[config.mk]
export PLATFORM = sky130hd
export DESIGN_NAME = rmp_regs
export DESIGN_NICKNAME = d
export VERILOG_FILES = /design/src/hw/rmp_pkg.sv /design/src/hw/rmp_margin_decode.sv /design/src/hw/rmp_regs.sv
export SDC_FILE = /design/constraint.sdc
export NUM_CORES = 1
export LEC_CHECK = 0
export ABC_CLOCK_PERIOD_IN_PS = 9770
export BUFFER_PORTS_ARGS = -buffer_cell sky130_fd_sc_hd__buf_2
export CAP_MARGIN = 30
export CORE_MARGIN = 8
export CORE_UTILIZATION = 45
export CTS_BUF_LIST = sky130_fd_sc_hd__clkbuf_4
export DETAILED_ROUTE_END_ITERATION = 7
export PLACE_DENSITY_LB_ADDON = 0.25
export SYNTH_ARGS = -nofsm -noshare
export SYNTH_HDL_FRONTEND = slang
export SYNTH_SLANG_ARGS = --single-unit
[constraint.sdc]
create_clock -name clk_sys_in -period 9.77 [get_ports clk_sys_in]
set_input_delay 1.954 -clock clk_sys_in [delete_from_list [all_inputs] [get_ports clk_sys_in]]
set_output_delay 1.954 -clock clk_sys_in [all_outputs]
set_load 0.05 [all_outputs]
[src/hw/rmp_pkg.sv]
/*
  constants for the regulator margin and power-save register bank.
  assumes a byte-wide register write/read port driven by a serial engine.
*/
package rmp_pkg;
  // register indices
  localparam logic [7:0] IDX_NB_MARGIN = 8'h00;
  localparam logic [7:0] IDX_CORE_MARGIN = 8'h01;
  localparam logic [7:0] IDX_POWER_SAVE = 8'h02;
  // reset values
  localparam logic [7:0] RST_NB_MARGIN = 8'h00;
  localparam logic [7:0] RST_CORE_MARGIN = 8'h00;
  localparam logic [7:0] RST_POWER_SAVE = 8'h01;
  // margin fields
  localparam int MRG_OVP_BIT = 7;
  localparam int MRG_PG_BIT = 6;
  localparam int MRG_OFS_MSB = 5;
  // power-save fields
  localparam int PS_RSVD_BIT = 7;
  localparam int PS_OFS_DIS_BIT = 6;
  localparam int PS_DROP_MSB = 5;
  localparam int PS_DROP_LSB = 4;
  localparam int PS_ADD_MSB = 3;
  localparam int PS_ADD_LSB = 2;
  localparam int PS_PH_MSB = 1;
  // voltages in mV
  localparam logic [11:0] OVP_FLOOR_MV = 12'h708;
  localparam logic [11:0] OVP_LOW_MV = 12'h0FA;
  localparam logic [11:0] OVP_HIGH_MV = 12'h1F4;
  localparam logic [11:0] PG_HI_LOW_MV = 12'h0FA;
  localparam logic [11:0] PG_HI_HIGH_MV = 12'h12C;
  localparam logic [11:0] PG_LO_LOW_MV = 12'h12C;
  localparam logic [11:0] PG_LO_HIGH_MV = 12'h15E;
  localparam logic [11:0] PG_HYST_MV = 12'h032;
  localparam logic [11:0] OFS_STEP_MV = 12'h019;
  // pacing codes
  localparam logic [1:0] PACE_ONE = 2'h0;
  localparam logic [1:0] PACE_TWO = 2'h1;
  localparam logic [1:0] PACE_FOUR = 2'h2;
  localparam logic [1:0] PACE_ALL = 2'h3;
  localparam logic [2:0] CYC_ONE = 3'h1;
  localparam logic [2:0] CYC_TWO = 3'h2;
  localparam logic [2:0] CYC_FOUR = 3'h4;
  localparam logic [2:0] CYC_ALL = 3'h0;
  localparam logic [1:0] PHASES_ONE = 2'h1;
  localparam logic [1:0] PHASES_TWO = 2'h2;
  localparam logic [1:0] PHASES_THREE = 2'h3;
  typedef enum logic [1:0] {
    RMP_SEL_NB = 2'b00,
    RMP_SEL_CORE = 2'b01,
    RMP_SEL_PS = 2'b10,
    RMP_SEL_NONE = 2'b11
  } rmp_sel_t;
endpackage

[src/hw/rmp_margin_decode.sv]
/*
  decodes one margin register into trip levels and signed offset.
  assumes a 12-bit mV nominal reference; purely combinational.
*/
`timescale 1ns/1ps
module rmp_margin_decode (
  // register and reference
  input wire logic [7:0] margin_in,
  input wire logic [11:0] nominal_reference_in,
  // decoded values
  output logic [11:0] overvoltage_trip_out,
  output logic [11:0] pg_upper_out,
  output logic [11:0] pg_lower_out,
  output logic signed [11:0] margin_offset_value_out
);
  logic [11:0] ovp_sum;
  logic signed [11:0] code_ext;
  always_comb begin
    ovp_sum = nominal_reference_in + (margin_in[rmp_pkg::MRG_OVP_BIT] ?
              rmp_pkg::OVP_HIGH_MV : rmp_pkg::OVP_LOW_MV);
    overvoltage_trip_out = (ovp_sum > rmp_pkg::OVP_FLOOR_MV) ? ovp_sum :
                           rmp_pkg::OVP_FLOOR_MV;
    pg_upper_out = nominal_reference_in + (margin_in[rmp_pkg::MRG_PG_BIT] ?
                   rmp_pkg::PG_HI_HIGH_MV : rmp_pkg::PG_HI_LOW_MV);
    pg_lower_out = nominal_reference_in - (margin_in[rmp_pkg::MRG_PG_BIT] ?
                   rmp_pkg::PG_LO_HIGH_MV : rmp_pkg::PG_LO_LOW_MV);
    code_ext = 12'(signed'(margin_in[rmp_pkg::MRG_OFS_MSB:0]));
    margin_offset_value_out = 12'(code_ext * signed'(rmp_pkg::OFS_STEP_MV));
  end
endmodule

[src/hw/rmp_regs.sv]
/*
  three byte registers for a dual regulator controller: margins and power save.
  assumes a serial engine presents byte writes and reads by index, synchronous.
*/
// Function
// - both margin registers share one layout, each steering only its regulator
// - bit 7 picks overvoltage trip: max(1.8V, ref+250mV or ref+500mV)
// - bit 6 picks power-good window, 250/300 or 300/350 mV; the north bridge outputs only the lower limit
// - every power-good threshold carries 50 mV hysteresis
// - bits 5..0 are a signed offset in 25 mV steps
// - power-save bits 1..0 give one, two or three active phases
// - power-save bits 5..4 pace phase drops: 1, 2, 4 cycles or all
// - power-save bits 3..2 pace phase additions: 1, 2, 4 cycles or all
// - power-save bit 6 set removes core offset during power saving
// - power-save bit 7 is reserved and steers nothing
// - register indices are 0, 1 and 2
// - reset values 00, 00, 01, also on supply-good fall
// - a completed write takes effect at once without restart
`timescale 1ns/1ps
module rmp_regs (
  // clock and reset
  input wire logic clk_sys_in,
  input wire logic rstn_in,
  input wire logic clk_en_in,
  input wire logic supply_good_in,
  // register port from serial engine
  input wire logic [7:0] reg_index_in,
  input wire logic wr_strobe_in,
  input wire logic [7:0] wr_data_in,
  input wire logic rd_strobe_in,
  // regulator references
  input wire logic [11:0] nb_reference_in,
  input wire logic [11:0] core_reference_in,
  input wire logic power_save_active_in,
  // register read
  output logic [7:0] rd_data_out,
  output logic rd_valid_out,
  // north-bridge parameters
  output logic [11:0] nb_ovp_out,
  output logic [11:0] nb_pg_lower_out,
  output logic [11:0] nb_pg_lower_release_out,
  output logic signed [11:0] nb_offset_out,
  // core parameters
  output logic [11:0] core_ovp_out,
  output logic [11:0] core_pg_upper_out,
  output logic [11:0] core_pg_lower_out,
  output logic [11:0] core_pg_upper_release_out,
  output logic [11:0] core_pg_lower_release_out,
  output logic signed [11:0] core_offset_out,
  // power-save parameters
  output logic [1:0] ps_phases_out,
  output logic [2:0] ps_drop_cycles_out,
  output logic [2:0] ps_add_cycles_out
);
  ////////////////////////////////////////////////////////////////////////////////
  // functions
  function automatic rmp_pkg::rmp_sel_t sel_of(input logic [7:0] idx);
    rmp_pkg::rmp_sel_t s;
    s = rmp_pkg::RMP_SEL_NONE;
    case (idx)
      rmp_pkg::IDX_NB_MARGIN: s = rmp_pkg::RMP_SEL_NB;
      rmp_pkg::IDX_CORE_MARGIN: s = rmp_pkg::RMP_SEL_CORE;
      rmp_pkg::IDX_POWER_SAVE: s = rmp_pkg::RMP_SEL_PS;
      default: s = rmp_pkg::RMP_SEL_NONE;
    endcase
    return s;
  endfunction

  function automatic logic [2:0] pace_cycles(input logic [1:0] code);
    logic [2:0] c;
    c = rmp_pkg::CYC_ONE;
    case (code)
      rmp_pkg::PACE_ONE: c = rmp_pkg::CYC_ONE;
      rmp_pkg::PACE_TWO: c = rmp_pkg::CYC_TWO;
      rmp_pkg::PACE_FOUR: c = rmp_pkg::CYC_FOUR;
      rmp_pkg::PACE_ALL: c = rmp_pkg::CYC_ALL;
      default: c = rmp_pkg::CYC_ONE;
    endcase
    return c;
  endfunction

  ////////////////////////////////////////////////////////////////////////////////
  // register storage
  logic [7:0] northbridge_margin_trip;
  logic [7:0] core_margin_trip;
  logic [7:0] power_save_config;
  logic [7:0] next_northbridge_margin_trip;
  logic [7:0] next_core_margin_trip;
  logic [7:0] next_power_save_config;
  logic [7:0] next_rd_data;
  logic next_rd_valid;
  rmp_pkg::rmp_sel_t sel;

  always_comb begin
    sel = sel_of(reg_index_in);
    next_northbridge_margin_trip = northbridge_margin_trip;
    next_core_margin_trip = core_margin_trip;
    next_power_save_config = power_save_config;
    next_rd_data = rd_data_out;
    next_rd_valid = 1'b0;
    if (!supply_good_in) begin
      next_northbridge_margin_trip = rmp_pkg::RST_NB_MARGIN;
      next_core_margin_trip = rmp_pkg::RST_CORE_MARGIN;
      next_power_save_config = rmp_pkg::RST_POWER_SAVE;
    end else if (wr_strobe_in) begin
      case (sel)
        rmp_pkg::RMP_SEL_NB: next_northbridge_margin_trip = wr_data_in;
        rmp_pkg::RMP_SEL_CORE: next_core_margin_trip = wr_data_in;
        rmp_pkg::RMP_SEL_PS: next_power_save_config = wr_data_in;
        default: next_power_save_config = power_save_config;
      endcase
    end
    if (rd_strobe_in) begin
      next_rd_valid = 1'b1;
      case (sel)
        rmp_pkg::RMP_SEL_NB: next_rd_data = northbridge_margin_trip;
        rmp_pkg::RMP_SEL_CORE: next_rd_data = core_margin_trip;
        rmp_pkg::RMP_SEL_PS: next_rd_data = power_save_config;
        default: next_rd_data = 8'h00;
      endcase
    end
  end

  always_ff @(posedge clk_sys_in or negedge rstn_in) begin
    if (!rstn_in) begin
      northbridge_margin_trip <= rmp_pkg::RST_NB_MARGIN;
      core_margin_trip <= rmp_pkg::RST_CORE_MARGIN;
      power_save_config <= rmp_pkg::RST_POWER_SAVE;
      rd_data_out <= 8'h00;
      rd_valid_out <= 1'b0;
    end else if (clk_en_in) begin
      northbridge_margin_trip <= next_northbridge_margin_trip;
      core_margin_trip <= next_core_margin_trip;
      power_save_config <= next_power_save_config;
      rd_data_out <= next_rd_data;
      rd_valid_out <= next_rd_valid;
    end
  end

  ////////////////////////////////////////////////////////////////////////////////
  // decode, one instance per regulator
  logic [11:0] nb_ovp_c;
  logic [11:0] nb_pgu_c;
  logic [11:0] nb_pgl_c;
  logic signed [11:0] nb_ofs_c;
  logic [11:0] core_ovp_c;
  logic [11:0] core_pgu_c;
  logic [11:0] core_pgl_c;
  logic signed [11:0] core_ofs_c;

  rmp_margin_decode u_nb_dec (
    .margin_in(northbridge_margin_trip),
    .nominal_reference_in(nb_reference_in),
    .overvoltage_trip_out(nb_ovp_c),
    .pg_upper_out(nb_pgu_c),
    .pg_lower_out(nb_pgl_c),
    .margin_offset_value_out(nb_ofs_c)
  );

  rmp_margin_decode u_core_dec (
    .margin_in(core_margin_trip),
    .nominal_reference_in(core_reference_in),
    .overvoltage_trip_out(core_ovp_c),
    .pg_upper_out(core_pgu_c),
    .pg_lower_out(core_pgl_c),
    .margin_offset_value_out(core_ofs_c)
  );

  ////////////////////////////////////////////////////////////////////////////////
  // registered parameter outputs
  logic [11:0] next_nb_ovp;
  logic [11:0] next_nb_pgl;
  logic [11:0] next_nb_pgl_rel;
  logic signed [11:0] next_nb_ofs;
  logic [11:0] next_core_ovp;
  logic [11:0] next_core_pgu;
  logic [11:0] next_core_pgl;
  logic [11:0] next_core_pgu_rel;
  logic [11:0] next_core_pgl_rel;
  logic signed [11:0] next_core_ofs;
  logic [1:0] next_phases;
  logic [2:0] next_drop;
  logic [2:0] next_add;

  always_comb begin
    next_nb_ovp = nb_ovp_c;
    next_nb_pgl = nb_pgl_c;
    next_nb_pgl_rel = nb_pgl_c + rmp_pkg::PG_HYST_MV;
    next_nb_ofs = nb_ofs_c;
    next_core_ovp = core_ovp_c;
    next_core_pgu = core_pgu_c;
    next_core_pgl = core_pgl_c;
    next_core_pgu_rel = core_pgu_c - rmp_pkg::PG_HYST_MV;
    next_core_pgl_rel = core_pgl_c + rmp_pkg::PG_HYST_MV;
    next_core_ofs = core_ofs_c;
    if (power_save_active_in && power_save_config[rmp_pkg::PS_OFS_DIS_BIT]) begin
      next_core_ofs = 12'sh000;
    end
    next_phases = power_save_config[rmp_pkg::PS_PH_MSB] ? rmp_pkg::PHASES_THREE :
                  (power_save_config[0] ? rmp_pkg::PHASES_TWO : rmp_pkg::PHASES_ONE);
    next_drop = pace_cycles(power_save_config[rmp_pkg::PS_DROP_MSB:rmp_pkg::PS_DROP_LSB]);
    next_add = pace_cycles(power_save_config[rmp_pkg::PS_ADD_MSB:rmp_pkg::PS_ADD_LSB]);
    // bit PS_RSVD_BIT is stored and read back only
  end

  always_ff @(posedge clk_sys_in or negedge rstn_in) begin
    if (!rstn_in) begin
      nb_ovp_out <= rmp_pkg::OVP_FLOOR_MV;
      nb_pg_lower_out <= 12'h000;
      nb_pg_lower_release_out <= 12'h000;
      nb_offset_out <= 12'sh000;
      core_ovp_out <= rmp_pkg::OVP_FLOOR_MV;
      core_pg_upper_out <= 12'h000;
      core_pg_lower_out <= 12'h000;
      core_pg_upper_release_out <= 12'h000;
      core_pg_lower_release_out <= 12'h000;
      core_offset_out <= 12'sh000;
      ps_phases_out <= rmp_pkg::PHASES_TWO;
      ps_drop_cycles_out <= rmp_pkg::CYC_ONE;
      ps_add_cycles_out <= rmp_pkg::CYC_ONE;
    end else if (clk_en_in) begin
      nb_ovp_out <= next_nb_ovp;
      nb_pg_lower_out <= next_nb_pgl;
      nb_pg_lower_release_out <= next_nb_pgl_rel;
      nb_offset_out <= next_nb_ofs;
      core_ovp_out <= next_core_ovp;
      core_pg_upper_out <= next_core_pgu;
      core_pg_lower_out <= next_core_pgl;
      core_pg_upper_release_out <= next_core_pgu_rel;
      core_pg_lower_release_out <= next_core_pgl_rel;
      core_offset_out <= next_core_ofs;
      ps_phases_out <= next_phases;
      ps_drop_cycles_out <= next_drop;
      ps_add_cycles_out <= next_add;
    end
  end
endmodule

Word-level counts from Yosys, hierarchy flattened --
Index checks and enable logic that the tools add are counted.
Cells by class: $add $sub $neg 8, bitwise logic cells 0, equality and inequality tests 14, multiplexer cells 24, div/mod/pow operators 0, shifts and indexed selects 0, $mul 2, reductions and logical operators 9, magnitude comparators 2
Operators with widths (number):
- $mux W8 | 9
- $add A12 B12 Y12 | 3
- $mux W12 | 3
- $mux W9 | 3
- $add A12 B6 Y12 const B | 2
- $gt A12 B11 Y1 const B | 2
- $mul A6 B6 Y12 const B | 2
- $pmux W3 S4 | 2
- $pmux W8 S3 | 1
- $sub A12 B12 Y12 | 2
- $mux W7 | 2
- $sub A12 B6 Y12 const B | 1
- $eq A2 B2 Y1 const B | 5
- $reduce_and A3 Y1 | 3
- $eq A8 B1 Y1 const B | 1
- $eq A8 B2 Y1 const B | 1
- $logic_not A8 Y1 | 1
- $ne A2 B1 Y1 const B | 4
- $eq A2 B1 Y1 const B | 3
- $logic_not A2 Y1 | 3
- $pmux W2 S3 | 1
- $mux W2 | 2
- $reduce_and A2 Y1 | 1
- $logic_and A1 B1 Y1 | 1
- $mux W1 | 1
Word-level totals: memory bits (writable) 0, bits in latches 0, output and inout bits 137, bits in read-only memories 0, flip-flop bits (word level) 161, memories 0

Depth between registers and ports, before layout --
Gate-level depths: netlist of run 1.
word-level depth 6, gate-level depth with buffers 13, gate-level depth less buffers 13

Cells and area by module --
Synthesis of run 1 repeated with hierarchy kept, for this count alone.
Unflattened totals: cell total of the unflattened synthesis 988, area total of the unflattened synthesis 10267.3 sq um
By module, submodules not included:
- rmp_regs | area each 7061.8 sq um, cells an instance 583, instances 1, seq. area each 3968.8 sq um
- rmp_margin_decode at u_nb_dec | area each 1636.6 sq um, cells an instance 208, instances 1, seq. area each 0.0 sq um
- rmp_margin_decode at u_core_dec | area each 1569.0 sq um, cells an instance 197, instances 1, seq. area each 0.0 sq um

Worst setup path after synthesis of run 1 --
No wires, ideal clock.
path kind input to register, start point input core_reference_in[7], end point register core_pg_upper_release_out[10], arrival 4026 ps, library setup time 69 ps, stages on the path 8, setup slack 5674 ps, cell sequence ha_1 > clkbuf_1 > or4_1 > o32a_1 > o21a_1 > or3_1 > or4_1 > nand3_1
Between the ends: longest elaborated chain between the ends 2
Ends and longest elaborated chain:
- start: declaration | line rmp_regs.sv:33 | input wire logic [11:0] core_reference_in,
- $add A12 B12 Y12 | line rmp_margin_decode.sv:23 | pg_upper_out = nominal_reference_in + (margin_in[rmp_pkg::MRG_PG_BIT] ?
- $sub A12 B6 Y12 | line rmp_regs.sv:193 | next_core_pgu_rel = core_pgu_c - rmp_pkg::PG_HYST_MV;
- end signal: assignment | line rmp_regs.sv:229 | core_pg_upper_release_out <= next_core_pgu_rel;
- end: declaration | line rmp_regs.sv:47 | output logic [11:0] core_pg_upper_release_out,
No other way between the ends. A chain may end at the register's enable or synchronous reset.

Worst setup path in the final report of run 1 --
start point input core_reference_in[1], end point register core_pg_upper_release_out[11]
Same word-level chain as after synthesis.

==> results of run 1 <==
-- per-layer routing --
| metal | vias to the layer above | wire, µm | track usage [%] |
|---|---|---|---|
| li1 | 3691 | - | - |
| met1 | 3700 | 11320 | 25.49 |
| met2 | 195 | 11090 | 29.35 |
| met3 | 24 | 1487 | 4.781 |
| met4 | 2 | 231 | 4.503 |
| met5 | - | 9 | 0 |
-- state kept, by name (all words and copies together) (netlist names), 10 cells and up --
signal,cells
core_offset_out,12
core_ovp_out,12
core_pg_upper_out,12
nb_offset_out,12
nb_ovp_out,12
nb_pg_lower_out,12
core_pg_lower_out,11
nb_pg_lower_release_out,11
core_pg_lower_release_out,10
core_pg_upper_release_out,10
-- cells in the mapped netlist (all sizes together) (6+ instances only) --
cell type  count  share of area (%)
clkbuf        34                1.4
nand3         13               0.70
o211ai         8               0.64
xnor2         49                4.6
inv           56                2.2
a22o          20                1.9
nor4           8               0.67
a21oi         51                2.7
o21bai         6               0.48
and2           7               0.47
buf           19                1.0
o21ai         55                2.9
xor2          17                1.6
o31ai         13                1.0
nor2          79                3.2
o21a           7               0.56
nor2b         11               0.74
a211oi         9               0.83
mux2i         11                1.2
nor3b          7               0.56
nand2         86                3.5
dfstp         12                3.4
ha            61                8.2
a21o           6               0.48
a31oi         15                1.1
nand2b         7               0.47
or3           10               0.72
mux2          42                5.1
nor3          11               0.59
a2111oi        6               0.90
fa            11                2.4
dfrtp        143                 38
-- layout make-up --
type / instances / share of cell area (%)
antenna: 3 / 0.06971
clock buffer: 20 / 1.394
clock inverter: 12 / 1.301
inverter: 56 / 1.952
multi-input combinational: 688 / 46.68
sequential: 155 / 36.16
tap: 270 / 3.137
timing repair buffer: 188 / 9.306
-- worst reg2reg max path, stage by stage (launching register included) --
cell and delay (ns):
dfrtp_1 0.48, ha_1 0.31, inv_1 0.05, fa_1 0.50, inv_1 0.04, ha_1 0.28
ha_1 0.22, fa_1 0.42, a21o_1 0.20, a21oi_1 0.23, o21bai_1 0.09, a21oi_1 0.17
xnor2_1 0.08, mux2_2 0.26
-- where the power goes --
part / total [µW] / switching (µW) / leakage (µW) / internal [µW]
sequential: 858 / 85.5 / 0.00188 / 772
combinational: 1070 / 767 / 0.00304 / 306
clock: 412 / 248 / 0.000156 / 164
-- stage by stage --
step | power, µW | cells
3_3_place_gp | 1937 | 1355
2_1_floorplan | 1676 | 952
3_5_place_dp | 1950 | 1355
4_1_cts | 2369 | 1387
5_1_grt | 2486 | 1392
6_report | 2342 | 1392
-- worst min-delay path by stage --
| stage | slack, ns | startpoint | cells past startpoint | endpoint |
|---|---|---|---|---|
| 2_1_floorplan | 0.44 | power_save_config[3]$_DFFE_PN0P_ | 1 | ps_add_cycles_out[0]$_DFFE_PN1P_ |
| 3_3_place_gp | 0.45 | ps_drop_cycles_out[1]$_DFFE_PN0P_ | 2 | ps_drop_cycles_out[1]$_DFFE_PN0P_ |
| 3_5_place_dp | 0.46 | ps_drop_cycles_out[1]$_DFFE_PN0P_ | 2 | ps_drop_cycles_out[1]$_DFFE_PN0P_ |
| 4_1_cts | 0.49 | ps_drop_cycles_out[1]$_DFFE_PN0P_ | 2 | ps_drop_cycles_out[1]$_DFFE_PN0P_ |
| 5_1_grt | 0.52 | nb_ovp_out[6]$_DFFE_PN0P_ | 1 | nb_ovp_out[6]$_DFFE_PN0P_ |
| 6_report | 0.49 | core_pg_lower_out[11]$_DFFE_PN0P_ | 1 | core_pg_lower_out[11]$_DFFE_PN0P_ |
-- kinds of logic (layout without fill, tap and decap cells) --
logic type / Yosys count / in the layout
simple gates: 263 / 263
compound gates: 234 / 234
flops: 155 / 155
buf+inv: 109 / 276
fa+ha+maj: 72 / 72
xor+xnor: 66 / 66
mux: 53 / 53
other cells: 0 / 3
==> impl_metrics.env, run 1 <==
export IMPL_final_core_util_pct=53.05
export IMPL_pin_count=184
export IMPL_grt_pass1_vias=7426
export IMPL_r2r_start="northbridge_margin_trip[2]$_DFFE_PN0P_"
export IMPL_routed_via_density=5.468
export IMPL_final_common_cell="buf_2"
export IMPL_status="finished clean"
export IMPL_skew_ns=0.01532
export IMPL_crit_path_max_incr_delay_ns=0.42
export IMPL_worstSetupStartpoint="core_reference_in[1]"
export IMPL_rsz0062_at_grt="false"
export IMPL_rows=52
export IMPL_finalNetCount=1225
export IMPL_antenna_found_initial=2
export IMPL_hp_class="reg2reg"
export IMPL_r2r_end="nb_offset_out[11]$_DFFE_PN0P_"
export IMPL_portBuffers=183
export IMPL_ff_latch_area_um2=3894
export IMPL_cts_root_buf="clkbuf_4"
export IMPL_die_x_um=160.2
export IMPL_cts_buffer_depth=2
export IMPL_cp_top_family="compound AO/OA/AOI/OAI gates"
export IMPL_synth_compound_area_share_pct=17.25
export IMPL_synth_top_family_by_area="compound AO/OA/AOI/OAI gates"
export IMPL_avgSynthCellArea_um2=9.827
export IMPL_synth_fa_ha_area_share_pct=10.51
export IMPL_tns_ns=0
export IMPL_cts_tree="built"
export IMPL_synth_warnings=0
export IMPL_r2r_cells=13
export IMPL_holdWs_ns=0.4873
export IMPL_numCtsBuffers=17
export IMPL_ys_types=72
export IMPL_nFillCells=1938
export IMPL_clock_sinks=155
export IMPL_hold_viol_final=0
export IMPL_synth_xor_area_share_pct=6.179
export IMPL_grt_max_degree=105
export IMPL_drive_gt1_share_pct=25.83
export IMPL_setup_viol=0
export IMPL_cts_setup_buffers=0
export IMPL_cp_start_kind="input pin"
export IMPL_drt_first_iter_violations=366
export IMPL_max_freq_mhz=256.3
export IMPL_ctsResizeCount=0
export IMPL_maxCapViolations=0
export IMPL_clk_pin_slew_worst_paths_ns=0.12
export IMPL_crit_chain="buf_2 > ha_1 > fa_1 > o21a_1 > o31ai_1 > mux2i_1 > and3_1 > o41a_1 > o31ai_1"
export IMPL_placed_area_um2=10420
export IMPL_path_class="in2reg"
export IMPL_routedWlPerCell_um=17.34
export IMPL_start_util_pct=46.09
export IMPL_synth_edf_count=0
export IMPL_via_count=7612
export IMPL_crit_slowest_cell="o31ai_1"
export IMPL_slew_headroom_pct=31.28
export IMPL_synth_nets=1071
export IMPL_syn_to_final_growth_pct=15.11
export IMPL_htreeDepth=4
export IMPL_syn_area_um2=9355
export IMPL_worst_path_stages=9
export IMPL_multi_input_area_um2=5027
export IMPL_cp_endpoint="core_pg_upper_release_out[11]$_DFFE_PN0P_"
export IMPL_synth_async_reset_ratio_pct=100.0
export IMPL_fin_area_um2=10770
export IMPL_synthFlopType="dfrtp_1"
export IMPL_fin_crit_sh_pct=39.93
export IMPL_die_area_um2=25660
export IMPL_drc=0
export IMPL_critical_path_buf_inv_count=1
export IMPL_cp_required_ns=10.22
export IMPL_grt_pass1_wl_um=39590
export IMPL_core_um2=20300
export IMPL_leakage_uw=0.005080
export IMPL_hpwl_um=18080
export IMPL_antenna_left=0
export IMPL_synth_simple_area_share_pct=13.56
export IMPL_gp_congestion=0.8343
export IMPL_tightestPinTransition_ns=1.025
export IMPL_post_route_min_period_ns=3.901
export IMPL_yosysSeqAreaShare_pct=41.62
export IMPL_drv_slew=0
export IMPL_grt_overflow=0
export IMPL_power_density_nw_per_um2=217.5
export IMPL_firstDrtPassIters=4
export IMPL_synth_ff_latch_count=155
export IMPL_place_ws_ns=5.331
export IMPL_grt_total_usage_pct=18.74
export IMPL_routed_wl_um=24140
export IMPL_fp_dieH_um=160.2
export IMPL_path_common_cell="o31ai_1"
export IMPL_r2r_slack_ns=6.34
export IMPL_timing_final_ws_setup_ns=5.869
export IMPL_syn_inst=952
export IMPL_cp_data_arrival_time_ns=4.35
export IMPL_synthMuxAreaShare_pct=6.232
export IMPL_clk_latency_ns=0.54
export IMPL_layout_common_cells="buf_2, dfrtp_1, nand2_1, nor2_1, ha_1"
export IMPL_crit_fanout=5
export IMPL_irDropWorstVdd_v=0.0001733
export IMPL_cts_hold_fix_buffers=0
export IMPL_end_kind="flip-flop"
Power figures use the tool's default switching activity.
==> run 2, diff against run 1 <==
- ABC_CLOCK_PERIOD_IN_PS: 9770 -> 3200
- clock period: 9.77 -> 3.2 ns (I/O delays scaled with it)
==> run 2 against run 1 <==
  * Via count up 2.2%
  * Hold slack worse by 0.45 ns
  * Register-to-register slack lost 6.2 ns
  * Combinational power rose to 3.2 times the previous value
  * Final cell count grew 3.2%
  * Core utilization increased by 2.0 points
  * Critical endpoint is now nb_offset_out[11]$_DFFE_PN0P_
  * Count of clock-buffer cells in the layout is 2 lower
  * Non-clock buffer count increased by 46
  * Sequential power rose to 3.0 times the previous value
  * Power rose to 3.1 times the previous value
  * Clock skew rose by 0.0048 ns
==> impl_metrics.env, run 2 (synthesis results as in run 1) <==
export IMPL_status="finished clean"
export IMPL_firstDrtPassIters=5
export IMPL_cts_root_buf="clkbuf_4"
export IMPL_layout_common_cells="buf_2, dfrtp_1, nand2_1, nor2_1, ha_1"
export IMPL_gp_congestion=0.8781
export IMPL_antenna_left=0
export IMPL_crit_path_max_incr_delay_ns=0.49
export IMPL_crit_chain="ha_1 > inv_1 > fa_1 > inv_2 > ha_4 > ha_4 > fa_2 > a21o_1 > a21oi_2 > o21bai_1 > a21oi_1 > xnor2_1 > mux2_4"
export IMPL_fin_crit_sh_pct=96.59
export IMPL_syn_to_final_growth_pct=19.42
export IMPL_end_kind="flip-flop"
export IMPL_fp_dieH_um=160.2
export IMPL_drc=0
export IMPL_maxCapViolations=0
export IMPL_routed_via_density=5.415
export IMPL_path_common_cell="ha_4"
export IMPL_grt_pass1_vias=7812
export IMPL_rsz0062_at_grt="true"
export IMPL_rows=52
export IMPL_hp_class="in2async"
export IMPL_tightestPinTransition_ns=0.9926
export IMPL_die_x_um=160.2
export IMPL_routed_wl_um=24980
export IMPL_clk_latency_ns=0.56
export IMPL_grt_total_usage_pct=19.30
export IMPL_pin_count=184
export IMPL_cp_start_kind="flip-flop"
export IMPL_cp_data_arrival_time_ns=3.54
export IMPL_slew_headroom_pct=33.43
export IMPL_dp_cells=1401
export IMPL_path_class="reg2reg"
export IMPL_via_count=7781
export IMPL_grt_pass1_wl_um=41080
export IMPL_final_common_cell="buf_2"
export IMPL_hold_viol_final=0
export IMPL_max_freq_mhz=323.5
export IMPL_leakage_uw=0.005285
export IMPL_die_area_um2=25660
export IMPL_crit_slowest_cell="fa_1"
export IMPL_portBuffers=183
export IMPL_cp_required_ns=3.65
export IMPL_routedWlPerCell_um=17.39
export IMPL_cts_buffer_depth=2
export IMPL_drt_first_iter_violations=371
export IMPL_hpwl_um=18920
export IMPL_grt_max_degree=94
export IMPL_antenna_found_initial=2
export IMPL_drv_slew=0
export IMPL_grt_overflow=0
export IMPL_drive_gt1_share_pct=29.79
export IMPL_finalNetCount=1271
export IMPL_numCtsBuffers=17
export IMPL_irDropWorstVdd_v=0.0002993
export IMPL_htreeDepth=4
export IMPL_skew_ns=0.02010
export IMPL_clk_pin_slew_worst_paths_ns=0.15
export IMPL_crit_fanout=2
export IMPL_cts_hold_fix_buffers=0
export IMPL_placed_area_um2=10770
export IMPL_finalPower_uw=7327
export IMPL_final_core_util_pct=55.04
export IMPL_final_cells=1437
export IMPL_clock_sinks=155
export IMPL_start_util_pct=46.09
export IMPL_cts_tree="built"
export IMPL_holdWs_ns=0.04036
export IMPL_setup_viol=0
export IMPL_fin_area_um2=11170
export IMPL_post_route_min_period_ns=3.091
export IMPL_core_um2=20300
export IMPL_power_density_nw_per_um2=655.8
-- run 2: changes by cell type in the layout (fill, tap and decap cells not counted), moves of 3 or more --
cell and change:
a21oi_1 -3, ha_1 -5, a21oi_2 +3, ha_4 +4, buf_4 +46
-- run 2: area by class of cell --
class | count | area, µm²
clock inverter | 14 | 161.4
multi-input combinational | 688 | 5105
tap | 270 | 337.8
inverter | 56 | 210.2
clock buffer | 18 | 135.1
fill | 1860 | 9128
antenna | 2 | 5.005
timing repair buffer | 234 | 1324
sequential | 155 | 3894
-- run 2: what timing repair did --
action / CTS / global route
pin swaps: 1 / 10
gates resized for setup: 3 / 14
endpoints found under the setup margin: 2 / 6
buffers inserted: 1 / 1
-- run 2: stage by stage --
| step | setup WS [ns] | TNS, ns |
|---|---|---|
| 2_1_floorplan | 0.02066 | 0 |
| 3_3_place_gp | -0.02038 | -0.02038 |
| 3_5_place_dp | -0.06897 | -0.06897 |
| 4_1_cts | 0.006000 | 0 |
| 5_1_grt | -0.04073 | -0.05808 |
| 6_report | 0.1092 | 0 |
-- run 2: power by group --
| group | switching [µW] | internal (µW) | total [µW] |
|---|---|---|---|
| Clock | 787 | 492 | 1280 |
| Sequential | 227 | 2360 | 2580 |
| Combinational | 2420 | 1040 | 3460 |
| Total | 3440 | 3890 | 7330 |
-- run 2: per-layer routing --
metal	vias to the layer above	share of wire, %	global-route usage, %
li1	3784	-	-
met5	-	0	0
met4	0	1.3	5.523
met1	3779	46	25.56
met3	22	5.9	4.653
met2	196	47	30.86
-- run 2: path summary, 6_finish.rpt --
kind | startpoint | end | slack, ns | cells after the start
hold / removal | rstn_in | nb_offset_out[4]$_DFFE_PN0P_ | 0.04 | 1
setup reg to reg | northbridge_margin_trip[1]$_DFFE_PN0P_ | nb_offset_out[11]$_DFFE_PN0P_ | 0.11 | 13
max in group asynchronous | rstn_in | nb_ovp_out[9]$_DFFE_PN1P_ | 2.36 | 2
setup / recovery | northbridge_margin_trip[1]$_DFFE_PN0P_ | nb_offset_out[11]$_DFFE_PN0P_ | 0.11 | 13
hold reg to reg | ps_add_cycles_out[1]$_DFFE_PN0P_ | ps_add_cycles_out[1]$_DFFE_PN0P_ | 0.49 | 2
min in group clk_sys_in | nb_reference_in[0] | nb_ovp_out[0]$_DFFE_PN0P_ | 0.35 | 3
-- run 2: critical path, delay by kind of cell, from the launching register on --
family          cells  cell delay, ns
compound gates      4            0.58
xor+xnor            1            0.09
fa+ha+maj           5            1.53
buf+inv             2            0.09
flops               1            0.42
mux                 1            0.25
==> run 3, diff against run 2 <==
- CORE_UTILIZATION: 45 -> 50
==> run 3 against run 2 <==
  * Critical path depth unchanged
  * Sequential share of layout area grew 0.45 points
  * Die area is 9.0% lower
  * Clock power is 10% lower
  * Fmax shrank 0.38%
  * Power decreased by 2.5%
  * Via count decreased by 0.85%
  * Combinational power fell by 1%
  * Critical endpoint unchanged
==> impl_metrics.env, run 3 (synthesis results as in run 1) <==
export IMPL_clk_pin_slew_worst_paths_ns=0.15
export IMPL_finalNetCount=1265
export IMPL_hold_viol_final=0
export IMPL_grt_total_usage_pct=20.69
export IMPL_grt_pass1_wl_um=39900
export IMPL_cts_hold_fix_buffers=0
export IMPL_clock_sinks=155
export IMPL_routed_wl_um=23780
export IMPL_status="finished clean"
export IMPL_cts_root_buf="clkbuf_4"
export IMPL_post_route_min_period_ns=3.102
export IMPL_crit_fanout=4
export IMPL_finalPower_uw=7146
export IMPL_worst_path_stages=13
export IMPL_tightestPinTransition_ns=0.9596
export IMPL_layout_common_cells="buf_2, dfrtp_1, nand2_1, nor2_1, ha_1"
export IMPL_irDropWorstVdd_v=0.0003885
export IMPL_final_cells=1394
export IMPL_leakage_uw=0.005245
export IMPL_start_util_pct=50.52
export IMPL_fin_area_um2=11030
export IMPL_antenna_left=0
export IMPL_firstDrtPassIters=4
export IMPL_r2r_end="nb_offset_out[11]$_DFFE_PN0P_"
export IMPL_power_density_nw_per_um2=647.7
export IMPL_critical_path_buf_inv_count=2
export IMPL_dp_cells=1360
export IMPL_cp_required_ns=3.67
export IMPL_via_count=7715
export IMPL_holdWs_ns=0.02705
export IMPL_setup_viol=0
export IMPL_pin_count=184
export IMPL_maxCapViolations=0
export IMPL_slew_headroom_pct=36.03
export IMPL_hpwl_um=17880
export IMPL_numCtsBuffers=17
export IMPL_r2r_start="northbridge_margin_trip[2]$_DFFE_PN0P_"
export IMPL_drv_slew=0
export IMPL_drive_gt1_share_pct=29.08
export IMPL_r2r_slack_ns=0.1
export IMPL_cts_buffer_depth=2
export IMPL_crit_path_max_incr_delay_ns=0.49
export IMPL_portBuffers=183
export IMPL_nFillCells=1634
export IMPL_fin_crit_sh_pct=96.95
export IMPL_final_core_util_pct=59.58
export IMPL_die_area_um2=23340
export IMPL_cp_start_kind="flip-flop"
export IMPL_final_common_cell="buf_2"
export IMPL_crit_chain="ha_1 > inv_1 > fa_1 > inv_1 > ha_4 > ha_4 > fa_2 > a21o_1 > a21oi_2 > o21bai_1 > a21oi_1 > xnor2_1 > mux2_2"
export IMPL_worstSetupStartpoint="northbridge_margin_trip[2]$_DFFE_PN0P_"
export IMPL_path_class="reg2reg"
export IMPL_syn_to_final_growth_pct=17.94
export IMPL_routed_via_density=5.534
export IMPL_r2r_cells=13
export IMPL_skew_ns=0.02256
export IMPL_rows=50
export IMPL_max_freq_mhz=322.3
export IMPL_die_x_um=152.8
export IMPL_crit_slowest_cell="fa_1"
export IMPL_cp_endpoint="nb_offset_out[11]$_DFFE_PN0P_"
export IMPL_htreeDepth=4
export IMPL_fp_dieH_um=152.8
export IMPL_routedWlPerCell_um=17.06
export IMPL_drt_first_iter_violations=426
export IMPL_antenna_found_initial=1
export IMPL_end_kind="flip-flop"
export IMPL_cp_data_arrival_time_ns=3.57
export IMPL_drc=0
export IMPL_placed_area_um2=10700
export IMPL_hp_class="in2async"
export IMPL_core_um2=18520
export IMPL_gp_congestion=0.8177
export IMPL_clk_latency_ns=0.56
export IMPL_grt_pass1_vias=7803
export IMPL_cts_tree="built"
export IMPL_grt_max_degree=120
export IMPL_cp_top_family="adder cells"
export IMPL_grt_overflow=0
-- run 3: cell types whose count changed in the layout (fill, tap and decap cells not counted), sizes merged --
cell / previous run / this run
buf: 234 / 228
diode: 2 / 1
inv: 62 / 59
clkinv: 3 / 7
bufinv: 2 / 1
clkinvlp: 3 / 2
clkbuf: 18 / 19
-- run 3: cell type report --
class / instances / area, µm² / share of cell area (%)
multi-input cells: 688 / 5084 / 46.08
inverters: 56 / 210.2 / 1.905
diodes: 1 / 2.502 / 0.02268
clock buffers: 19 / 142.6 / 1.293
repair buffers: 228 / 1287 / 11.67
clock inverters: 13 / 118.9 / 1.077
well taps: 234 / 292.8 / 2.654
flip-flops and latches: 155 / 3895 / 35.30
-- run 3: routing by layer --
| metal | global-route usage [%] | share of wire (%) | vias up |
|---|---|---|---|
| li1 | - | - | 3771 |
| met1 | 27.37 | 47 | 3708 |
| met2 | 32.85 | 46 | 195 |
| met3 | 4.396 | 4.5 | 41 |
| met4 | 7.634 | 2.4 | 0 |
| met5 | 0 | 0 | - |
-- run 3: worst min path at each step --
stage,startpoint,to,slack (ns),depth (start not counted)
6_report,rstn_in,nb_offset_out[5]$_DFFE_PN0P_,0.03,1
2_1_floorplan,rstn_in,core_margin_trip[0]$_DFFE_PN0P_,0.34,0
5_1_grt,rstn_in,nb_offset_out[5]$_DFFE_PN0P_,0.04,1
4_1_cts,rstn_in,nb_offset_out[5]$_DFFE_PN0P_,0.02,1
3_5_place_dp,core_pg_lower_out[11]$_DFFE_PN0P_,core_pg_lower_out[11]$_DFFE_PN0P_,0.46,1
3_3_place_gp,core_pg_lower_out[11]$_DFFE_PN0P_,core_pg_lower_out[11]$_DFFE_PN0P_,0.46,1
-- run 3: power by group --
part / switching, µW / internal, µW
sequential: 227 / 2360
clock: 746 / 408
combinational: 2390 / 1020
total: 3360 / 3780
-- run 3: repair_timing --
| action | in CTS | in global routing |
|---|---|---|
| pin swaps | 1 | 7 |
| resized for setup | 2 | 9 |
| endpoints found under the setup margin | 1 | 6 |
| buffers inserted | 0 | 1 |
-- run 3: through the flow --
stage / TNS, ns / setup slack (ns)
2_1_floorplan: 0 / 0.02066
6_report: 0 / 0.09751
5_1_grt: -0.04872 / -0.04745
3_3_place_gp: -0.01912 / -0.01912
4_1_cts: 0 / 0.001426
3_5_place_dp: -0.03497 / -0.03497
